**src/rtl/arc_pkg.sv**
```systemverilog
// Constants for the result computation unit
package arc_pkg;
   localparam int ACC_W = 24;
   localparam int RES_W = 16;
   localparam logic [23:0] SUM_LIMIT = 24'h03ffff;
   localparam logic [3:0] A_CTRL2 = 4'h0;
   localparam logic [3:0] A_CTRL3 = 4'h1;
   localparam logic [3:0] A_STAT = 4'h2;
   localparam logic [3:0] A_RPT = 4'h3;
   localparam logic [3:0] A_CNT = 4'h4;
   localparam logic [3:0] A_SUMU = 4'h5;
   localparam logic [3:0] A_SUMH = 4'h6;
   localparam logic [3:0] A_SUML = 4'h7;
   localparam logic [3:0] A_FLT = 4'h8;
   localparam logic [3:0] A_UTH = 4'h9;
   localparam logic [3:0] A_LTH = 4'ha;
   localparam logic [3:0] A_SETP = 4'hb;
   localparam logic [3:0] A_ERR = 4'hc;
   localparam logic [3:0] A_CVD = 4'hd;
   localparam int CLR_BIT = 7;
   localparam int GO_BIT = 8;
   localparam int CLR_CYCLES = 5;
   localparam logic [2:0] MD_BASIC = 3'h0;
   localparam logic [2:0] MD_ACCUM = 3'h1;
   localparam logic [2:0] MD_AVG = 3'h2;
   localparam logic [2:0] MD_BURST = 3'h3;
   localparam logic [2:0] MD_LPF = 3'h4;
endpackage : arc_pkg

```
**src/rtl/arc_unit.sv**
```systemverilog
// Converter result computation unit with Avalon-MM register slave
//
// Function
// Running sum is 24 bits wide and sign-extended.
// Each trigger, software or external, adds the new result.
// Sum above 262143 sets the sum wrap flag.
// Each added sample increments the sample count.
// Sum clear bit clears sum, wrap flag and count, then self-clears.
// The clear takes five converter clock cycles.
// Shift amount right-shifts the sum to scale, average or filter.
// Mode 000: no accumulation, threshold comparison still runs.
// Mode 001: add, count, copy shifted sum, compare on sum.
// Mode 010: as 001 but compare only when count reaches target (code compares once count reaches target minus one).
// Mode 011: as average, and retrigger until count reaches target.
// Mode 100: low-pass filter; count keeps running past the target.
// Shift 1..7 sets filter cut-off from 0.72 to 0.0078 rad.
// Results are latched at end of computation for evaluation.
// Error select picks one of six error sources.
// Error compared to upper and lower thresholds sets two flags.
// Threshold mode chooses one of eight interrupt conditions.
// Selected condition true sets the threshold interrupt flag.
// All threshold comparisons are signed.
// Sum wrap flag set also signals the threshold interrupt.
// Sum readable and writable as three bytes, top holds 17:16.
// Software should set repeat target to two to the shift amount.
// Threshold conditions encoded 000 to 111 in listed order.
// Mode codes 101 to 111 behave as basic mode.
`timescale 1ns/1ps
`default_nettype none
module arc_unit #(
   parameter int RES_W = arc_pkg::RES_W
) (
   input  wire logic              clock,
   input  wire logic              reset,
   input  wire logic [3:0]        address,
   input  wire logic              read,
   input  wire logic              write,
   input  wire logic [31:0]       writedata,
   output logic      [31:0]       readdata,
   output logic                   waitrequest,
   input  wire logic              result_valid,
   input  wire logic [RES_W-1:0]  result,
   input  wire logic              ext_trigger,
   output logic                   conv_start,
   output logic                   threshold_irq
);
   typedef enum logic [1:0] {ARC_IDLE, ARC_CALC, ARC_CLEAR} arc_state_e;
   arc_state_e        state_q;
   // Datapath and register fields
   logic [23:0]       running_sum_q;
   logic [15:0]       sample_count_q;
   logic [7:0]        repeat_target_q;
   logic [2:0]        compute_mode_q;
   logic [2:0]        shift_amount_q;
   logic              sum_clear_bit_q;
   logic              cont_q;
   logic [2:0]        error_source_select_q;
   logic [2:0]        threshold_mode_select_q;
   logic [15:0]       upper_threshold_q;
   logic [15:0]       lower_threshold_q;
   logic [15:0]       setpoint_q;
   logic [15:0]       cvd_q;
   logic [15:0]       filtered_result_q;
   logic [15:0]       prev_result_q;
   logic [15:0]       prev_flt_q;
   logic [15:0]       latched_q;
   logic [15:0]       err_q;
   logic              sum_wrap_flag_q;
   logic              above_upper_flag_q;
   logic              below_lower_flag_q;
   logic              threshold_irq_flag_q;

   // Sequencing and bus handshake
   logic [2:0]        clr_cnt_q;
   logic              ack_q;
   logic              go_q;
   logic              conv_busy_q;

   // Combinational terms
   logic              wr;
   logic              rd;
   logic              accum_mode;
   logic [23:0]       res_ext;
   logic [23:0]       sum_d;
   logic [23:0]       sum_sh;
   logic [23:0]       sum_lpf_sh;
   logic [15:0]       flt_d;
   logic [15:0]       cnt_d;
   logic              cnt_reached;
   logic              do_compare;
   logic signed [15:0] err_d;
   logic              above;
   logic              below;
   logic              cond;

   // Writes land on the edge at which the master sees waitrequest low
   assign wr = write && ack_q;
   assign rd = read && !ack_q;
   // Modes 101..111 fall back to basic
   assign accum_mode = (compute_mode_q >= arc_pkg::MD_ACCUM) &&
                       (compute_mode_q <= arc_pkg::MD_LPF);
   assign res_ext = {{(24-RES_W){result[RES_W-1]}}, result};
   // Shift kept apart so the subtraction below stays arithmetic
   assign sum_lpf_sh = $signed(running_sum_q) >>> shift_amount_q;
   always_comb begin
      sum_d = running_sum_q + res_ext;
      // Low-pass: sum - sum>>shift + new sample, output sum>>shift
      if (compute_mode_q == arc_pkg::MD_LPF) begin
         sum_d = running_sum_q - sum_lpf_sh + res_ext;
      end
   end
   assign sum_sh = $signed(sum_d) >>> shift_amount_q;
   assign flt_d = sum_sh[15:0];
   assign cnt_d = sample_count_q + 16'h0001;
   assign cnt_reached = cnt_d >= {8'h00, repeat_target_q};
   // Averaging modes compare only once the count has reached one less than the target
   always_comb begin
      do_compare = 1'b1;
      if (compute_mode_q == arc_pkg::MD_AVG ||
          compute_mode_q == arc_pkg::MD_BURST ||
          compute_mode_q == arc_pkg::MD_LPF) begin
         do_compare = cnt_reached;
      end
   end

   // Error source, evaluated on latched values
   always_comb begin
      case (error_source_select_q)
         3'h0: err_d = $signed(latched_q) - $signed(prev_result_q);
         3'h1: err_d = $signed(cvd_q);
         3'h2: err_d = $signed(latched_q) - $signed(setpoint_q);
         3'h3: err_d = $signed(latched_q) - $signed(filtered_result_q);
         3'h4: err_d = $signed(filtered_result_q) - $signed(prev_flt_q);
         3'h5: err_d = $signed(filtered_result_q) - $signed(setpoint_q);
         default: err_d = 16'sh0000;
      endcase
      // Accumulate mode compares the sum itself
      if (compute_mode_q == arc_pkg::MD_ACCUM) begin
         err_d = $signed(running_sum_q[15:0]);
      end
   end
   assign above = err_d > $signed(upper_threshold_q);
   assign below = err_d < $signed(lower_threshold_q);
   always_comb begin
      case (threshold_mode_select_q)
         3'h0: cond = 1'b0;
         3'h1: cond = below;
         3'h2: cond = !below;
         3'h3: cond = !below && !above;
         3'h4: cond = below || above;
         3'h5: cond = !above;
         3'h6: cond = above;
         default: cond = 1'b1;
      endcase
   end

   // Computation sequence and clear
   always_ff @(posedge clock) begin
      if (reset) begin
         state_q <= ARC_IDLE;
         clr_cnt_q <= 3'h0;
      end else begin
         case (state_q)
            ARC_IDLE: begin
               // A pending clear goes first; results meanwhile are refused
               if (sum_clear_bit_q) begin
                  state_q <= ARC_CLEAR;
                  clr_cnt_q <= 3'(arc_pkg::CLR_CYCLES - 1);
               end else if (result_valid) begin
                  state_q <= ARC_CALC;
               end
            end
            ARC_CALC: state_q <= ARC_IDLE;
            ARC_CLEAR: begin
               if (clr_cnt_q == 3'h0) begin
                  state_q <= ARC_IDLE;
               end else begin
                  clr_cnt_q <= clr_cnt_q - 3'h1;
               end
            end
            default: state_q <= ARC_IDLE;
         endcase
      end
   end

   // Datapath
   always_ff @(posedge clock) begin
      if (reset) begin
         running_sum_q <= 24'h000000;
         sample_count_q <= 16'h0000;
         filtered_result_q <= 16'h0000;
         prev_flt_q <= 16'h0000;
         latched_q <= 16'h0000;
         prev_result_q <= 16'h0000;
      end else if (state_q == ARC_CLEAR) begin
         running_sum_q <= 24'h000000;
         sample_count_q <= 16'h0000;
      end else if (state_q == ARC_IDLE && result_valid &&
                   !sum_clear_bit_q) begin
         prev_result_q <= latched_q;
         latched_q <= result;
         if (accum_mode) begin
            running_sum_q <= sum_d;
            sample_count_q <= cnt_d;
            prev_flt_q <= filtered_result_q;
            filtered_result_q <= flt_d;
         end
      end else if (wr && address == arc_pkg::A_SUMU) begin
         running_sum_q <= {{6{writedata[1]}}, writedata[1:0],
                           running_sum_q[15:0]};
      end else if (wr && address == arc_pkg::A_SUMH) begin
         running_sum_q[15:8] <= writedata[7:0];
      end else if (wr && address == arc_pkg::A_SUML) begin
         running_sum_q[7:0] <= writedata[7:0];
      end else if (wr && address == arc_pkg::A_CNT) begin
         sample_count_q <= writedata[15:0];
      end
   end

   // Flags: hardware set wins over software clear
   always_ff @(posedge clock) begin
      if (reset) begin
         sum_wrap_flag_q <= 1'b0;
         above_upper_flag_q <= 1'b0;
         below_lower_flag_q <= 1'b0;
         threshold_irq_flag_q <= 1'b0;
         err_q <= 16'h0000;
      end else begin
         if (state_q == ARC_CLEAR) begin
            sum_wrap_flag_q <= 1'b0;
         end
         if (wr && address == arc_pkg::A_STAT) begin
            if (writedata[0]) threshold_irq_flag_q <= 1'b0;
         end
         if (state_q == ARC_CALC) begin
            // Tested on the sum after this sample's add has landed
            if (accum_mode && $signed(running_sum_q) >
                $signed(arc_pkg::SUM_LIMIT)) begin
               sum_wrap_flag_q <= 1'b1;
               threshold_irq_flag_q <= 1'b1;
            end
            if (do_compare) begin
               err_q <= err_d;
               above_upper_flag_q <= above;
               below_lower_flag_q <= below;
               if (cond) threshold_irq_flag_q <= 1'b1;
            end
         end
      end
   end

   // Clear request: software sets it, the end of the clear drops it
   always_ff @(posedge clock) begin
      if (reset) begin
         sum_clear_bit_q <= 1'b0;
      end else if (state_q == ARC_CLEAR && clr_cnt_q == 3'h0) begin
         sum_clear_bit_q <= 1'b0;
      end else if (wr && address == arc_pkg::A_CTRL2 &&
                   writedata[arc_pkg::CLR_BIT]) begin
         sum_clear_bit_q <= 1'b1;
      end
   end

   // Control registers
   always_ff @(posedge clock) begin
      if (reset) begin
         compute_mode_q <= 3'h0;
         shift_amount_q <= 3'h0;
         cont_q <= 1'b0;
         error_source_select_q <= 3'h0;
         threshold_mode_select_q <= 3'h0;
         repeat_target_q <= 8'h00;
         upper_threshold_q <= 16'h0000;
         lower_threshold_q <= 16'h0000;
         setpoint_q <= 16'h0000;
         cvd_q <= 16'h0000;
      end else begin
         if (wr) begin
            case (address)
               arc_pkg::A_CTRL2: begin
                  compute_mode_q <= writedata[2:0];
                  shift_amount_q <= writedata[6:4];
                  cont_q <= writedata[9];
               end
               arc_pkg::A_CTRL3: begin
                  error_source_select_q <= writedata[6:4];
                  threshold_mode_select_q <= writedata[2:0];
               end
               arc_pkg::A_RPT: repeat_target_q <= writedata[7:0];
               arc_pkg::A_UTH: upper_threshold_q <= writedata[15:0];
               arc_pkg::A_LTH: lower_threshold_q <= writedata[15:0];
               arc_pkg::A_SETP: setpoint_q <= writedata[15:0];
               arc_pkg::A_CVD: cvd_q <= writedata[15:0];
               default: ;
            endcase
         end
      end
   end

   // Conversion start: software go, external trigger, burst/continuous
   always_ff @(posedge clock) begin
      if (reset) begin
         go_q <= 1'b0;
         conv_start <= 1'b0;
         conv_busy_q <= 1'b0;
      end else begin
         go_q <= wr && address == arc_pkg::A_CTRL2 &&
                 writedata[arc_pkg::GO_BIT];
         conv_start <= 1'b0;
         // Busy holds off a burst retrigger until the last result returns
         if (result_valid) conv_busy_q <= 1'b0;
         if (go_q || ext_trigger) begin
            conv_start <= 1'b1;
            conv_busy_q <= 1'b1;
         end else if (state_q == ARC_CALC && !conv_busy_q &&
                      (cont_q || (compute_mode_q == arc_pkg::MD_BURST &&
                       sample_count_q < {8'h00, repeat_target_q}))) begin
            conv_start <= 1'b1;
            conv_busy_q <= 1'b1;
         end
      end
   end

   // Avalon slave: one wait cycle, answer on the second
   always_ff @(posedge clock) begin
      if (reset) ack_q <= 1'b0;
      else ack_q <= (read || write) && !ack_q;
   end

   always_ff @(posedge clock) begin
      if (reset) threshold_irq <= 1'b0;
      else threshold_irq <= threshold_irq_flag_q;
   end

   // Read data is captured on the first edge and stands at the second
   always_ff @(posedge clock) begin
      if (reset) begin
         readdata <= 32'h00000000;
      end else begin
         if (rd) begin
            case (address)
               arc_pkg::A_CTRL2: readdata <= {22'h0, cont_q, 1'b0,
                  sum_clear_bit_q, shift_amount_q, 1'b0, compute_mode_q};
               arc_pkg::A_CTRL3: readdata <= {25'h0,
                  error_source_select_q, 1'b0, threshold_mode_select_q};
               arc_pkg::A_STAT: readdata <= {28'h0, sum_wrap_flag_q,
                  above_upper_flag_q, below_lower_flag_q,
                  threshold_irq_flag_q};
               arc_pkg::A_RPT: readdata <= {24'h0, repeat_target_q};
               arc_pkg::A_CNT: readdata <= {16'h0, sample_count_q};
               arc_pkg::A_SUMU: readdata <= {30'h0, running_sum_q[17:16]};
               arc_pkg::A_SUMH: readdata <= {24'h0, running_sum_q[15:8]};
               arc_pkg::A_SUML: readdata <= {24'h0, running_sum_q[7:0]};
               arc_pkg::A_FLT: readdata <= {16'h0, filtered_result_q};
               arc_pkg::A_UTH: readdata <= {16'h0, upper_threshold_q};
               arc_pkg::A_LTH: readdata <= {16'h0, lower_threshold_q};
               arc_pkg::A_SETP: readdata <= {16'h0, setpoint_q};
               arc_pkg::A_ERR: readdata <= {16'h0, err_q};
               arc_pkg::A_CVD: readdata <= {16'h0, cvd_q};
               default: readdata <= 32'h00000000;
            endcase
         end
      end
   end
   always_ff @(posedge clock) begin
      if (reset) waitrequest <= 1'b1;
      else waitrequest <= !((read || write) && !ack_q);
   end
endmodule : arc_unit
`default_nettype wire

```
**config.mk**
```make
export PLATFORM = sky130hd
export DESIGN_NAME = arc_unit
export DESIGN_NICKNAME = d
export VERILOG_FILES = /design/src/rtl/arc_pkg.sv /design/src/rtl/arc_unit.sv
export SDC_FILE = /design/constraint.sdc
export NUM_CORES = 1
export LEC_CHECK = 0
export BUFFER_PORTS_ARGS = -buffer_cell sky130_fd_sc_hd__buf_2
export CAP_MARGIN = 5
export CORE_MARGIN = 10
export CORE_UTILIZATION = 63
export CTS_CLUSTER_DIAMETER = 50
export CTS_CLUSTER_SIZE = 14
export DETAILED_ROUTE_END_ITERATION = 10
export PLACE_DENSITY = 0.82
export SLEW_MARGIN = 30
export SYNTH_ARGS = -nofsm -noshare
export SYNTH_HDL_FRONTEND = slang
export SYNTH_SLANG_ARGS = --single-unit
```
**constraint.sdc**
```tcl
create_clock -name clock -period 7.3 [get_ports clock]
set_clock_uncertainty 0.15 [all_clocks]
set_input_delay 0.365 -clock clock [delete_from_list [all_inputs] [get_ports clock]]
set_output_delay 0.365 -clock clock [all_outputs]
set_load 0.01 [all_outputs]
```
==> metrics.csv <==
metric,value,unit
p_int,2.44,mW
antenna_left,0,
p_sw,1.12,mW
grt_pass1_wl,101,mm
end_kind,flip-flop,
antenna_found_initial,2,
io-pin-count,93,
setup_viol,0,
fp.coreArea,0.0289,mm²
cts.clk_slew.worst_paths,0.07,ns
syn_avg_cell_area,7.41,µm²
dieArea,0.0366,mm²
clock_sinks,237,
pwr-share-seq,37.7,%
totalWireLength,65.4,mm
maxSlewViolCount,0,
syn_to_final_growth,8.12,%
gr-usage-all-layers,34.6,%
clkPwrFrac,40.7,%
critPathKind,reg2reg,
pwr-share-comb,21.6,%
grt_pass1_vias,18122,
place.gp.congestion,1.06,
cp-start-kind,flip-flop,
post_cts_buffers,0,
synth_edf_count,0,
async_flop_share,0,%
drt_first_pass_iters,7,
ys_seq_area_share,25.7,%
yosysWarnings,0,
initial_core_util,64.1,%
grt_max_degree,105,
synth-seq-cells,237,
period_needed,6.46,ns
p_per_area,178,mW/mm²
portBuffers,60,
min_path_type,in2reg,
p_leak,8.05,nW
arrival,6.74,ns
max_freq,155,MHz
cts_resized,0,
htreeDepth,1,
final_cell_mix,"nand2_1 (398), a21oi_1 (287), nor2_1 (238)",
die_w,191,µm
ys_types,89,
final_common_cell,nand2_1,
die_h,191,µm
hold_viol,0,
place_hpwl,48.9,mm
insertion_delay,0.56,ns
clockBufferDepth,3,
peakVddDrop,0.196,mV
max_slew_margin,35.8,%
switching_share,31.4,%
nNetsFinal,2694,
crit_fanout,17,
via_per_inst,6.61,
drc,0,
cts_tree,built,
via_count,19084,
cts_made_buffers,27,
r2r_slack,0.84,ns
critPathRequiredTime,7.58,ns
synth_top_flop_cell,dfxtp_1,
finalCritPeriodShare,88.5,%
cap_violations,0,
drive_above_1_share,7.23,%
root_buffer,clkbuf_16,
status,finished clean,
netlist_area,0.0185,mm²
rsz0062_at_grt,no,
worst_slew_pin_slew,0.952,ns
grt_remaining_overflow,0,
std_cell_rows,62,
power,3.55,mW
fin_setup_tns,0,ns
wl_per_cell,22.7,µm
drt_iter0_drc,2377,
synth_cells,2496,
cell type report:
class | count | area [µm²]
clock buffer | 31 | 701
clock inverter | 17 | 230
inverter | 162 | 608
antenna | 2 | 5.00
tap | 384 | 480
timing repair buffer | 109 | 729
sequential | 237 | 4750
multi-input combinational | 1946 | 12500
fill | 2496 | 8860
critical path, stage by stage, from the launching register on:
cell and delay [ns]:
dfxtp_1 0.71, nor2b_1 0.20, buf_4 0.18, nand2_1 0.09, buf_4 0.28, mux2_2 0.32, fa_1 0.42, nor2b_1 0.19
o21ai_0 0.12, a21boi_0 0.37, o21bai_1 0.20, o21ai_0 0.31, xor2_1 0.12, a22oi_1 0.17, nor2_1 0.06, a21oi_1 0.20
o21ai_0 0.24, ha_1 0.34, nand3_1 0.11, nor3_1 0.34, o2111a_1 0.24, o21ai_0 0.07, a21oi_1 0.34, nor2_1 0.12
o41ai_1 0.28, a21boi_0 0.13
path summary, 6_finish.rpt:
path	cells after the start	startpoint	to
setup / recovery	25	error_source_select_q[2]	threshold_irq_flag_q
hold / removal	3	writedata[8]	setpoint_q[8]
setup reg to reg	25	error_source_select_q[2]	threshold_irq_flag_q
hold reg to reg	2	prev_result_q[3]	prev_result_q[3]
layer usage:
metal  GRT usage [%]  up-vias  share of wire, %  wire length (µm)
li1                -     8740                 -                 -
met3            6.60      248                11              7290
met4            17.9        0               5.6              3640
met2            55.9     1151                46             29900
met1            43.0     8945                38             24600
met5               0        -                 0                 0
stage by stage:
step	std cells	hold slack, ns	utilization (%)	cell area [µm²]	worst slack [ns]
floorplan	2511	0.277	-	18600	1.67
global placement	2816	0.288	65.3	18800	1.27
detailed placement	2816	0.296	65.3	18800	1.06
CTS	2886	0.00332	69.3	20000	0.952
global route	2888	0.0151	69.3	20000	0.401
finish	2888	0.0115	69.3	20000	0.837
cells by family after synthesis:
kind of cell | Yosys count | share of synthesized area [%]
compound gates | 734 | 25.2
xor+xnor | 72 | 3.41
fa+ha+maj | 153 | 11.4
buf+inv | 328 | 7.19
flops | 237 | 25.7
mux | 123 | 7.31
other cells | 1 | 0.0203
simple gates | 848 | 19.8
registers in the layout (all words and copies together), names as in the netlist, 8 cells and up:
| register | cells |
|---|---|
| readdata | 16 |
| prev_flt_q | 16 |
| cvd_q | 16 |
| latched_q | 16 |
| running_sum_q | 24 |
| setpoint_q | 16 |
| repeat_target_q | 8 |
| prev_result_q | 16 |
| filtered_result_q | 16 |
| lower_threshold_q | 16 |
| sample_count_q | 16 |
| err_q | 16 |
| upper_threshold_q | 16 |
power by group through the flow:
stage,combinational (mW),sequential (mW),clock (mW)
2_1_floorplan,0.533,1.36,0
3_3_place_gp,0.714,1.37,0
3_5_place_dp,0.733,1.37,0
4_1_cts,0.747,1.34,1.44
5_1_grt,0.841,1.34,1.50
6_report,0.767,1.34,1.45
cells in the mapped netlist (12+ instances only):
cell type	number	area [µm²]
nor3_1	48	240
buf_1	20	75.1
a222oi_1	18	180
mux2i_1	108	1080
nand2_1	398	1490
xor2_1	32	280
and2_1	19	119
nor2_1	240	901
nand3_1	42	210
a21o_1	34	255
o211ai_1	15	113
nor2b_1	18	113
buf_4	17	128
nand4_1	12	75.1
fa_1	26	521
ha_1	127	1590
o21ai_0	118	591
xnor2_1	40	350
a21oi_1	288	1440
inv_1	159	597
o21bai_1	14	105
a211oi_1	31	233
clkbuf_1	123	462
a31oi_1	34	213
a22oi_1	39	293
nand2b_1	23	144
dfxtp_1	237	4740
o21a_1	24	180
repair_timing:
action	in CTS	in global routing
endpoints found under the hold margin	42	0
hold buffers	22	0
endpoints found under the setup margin	0	0
No activity file was read; power rests on OpenSTA's default activity.
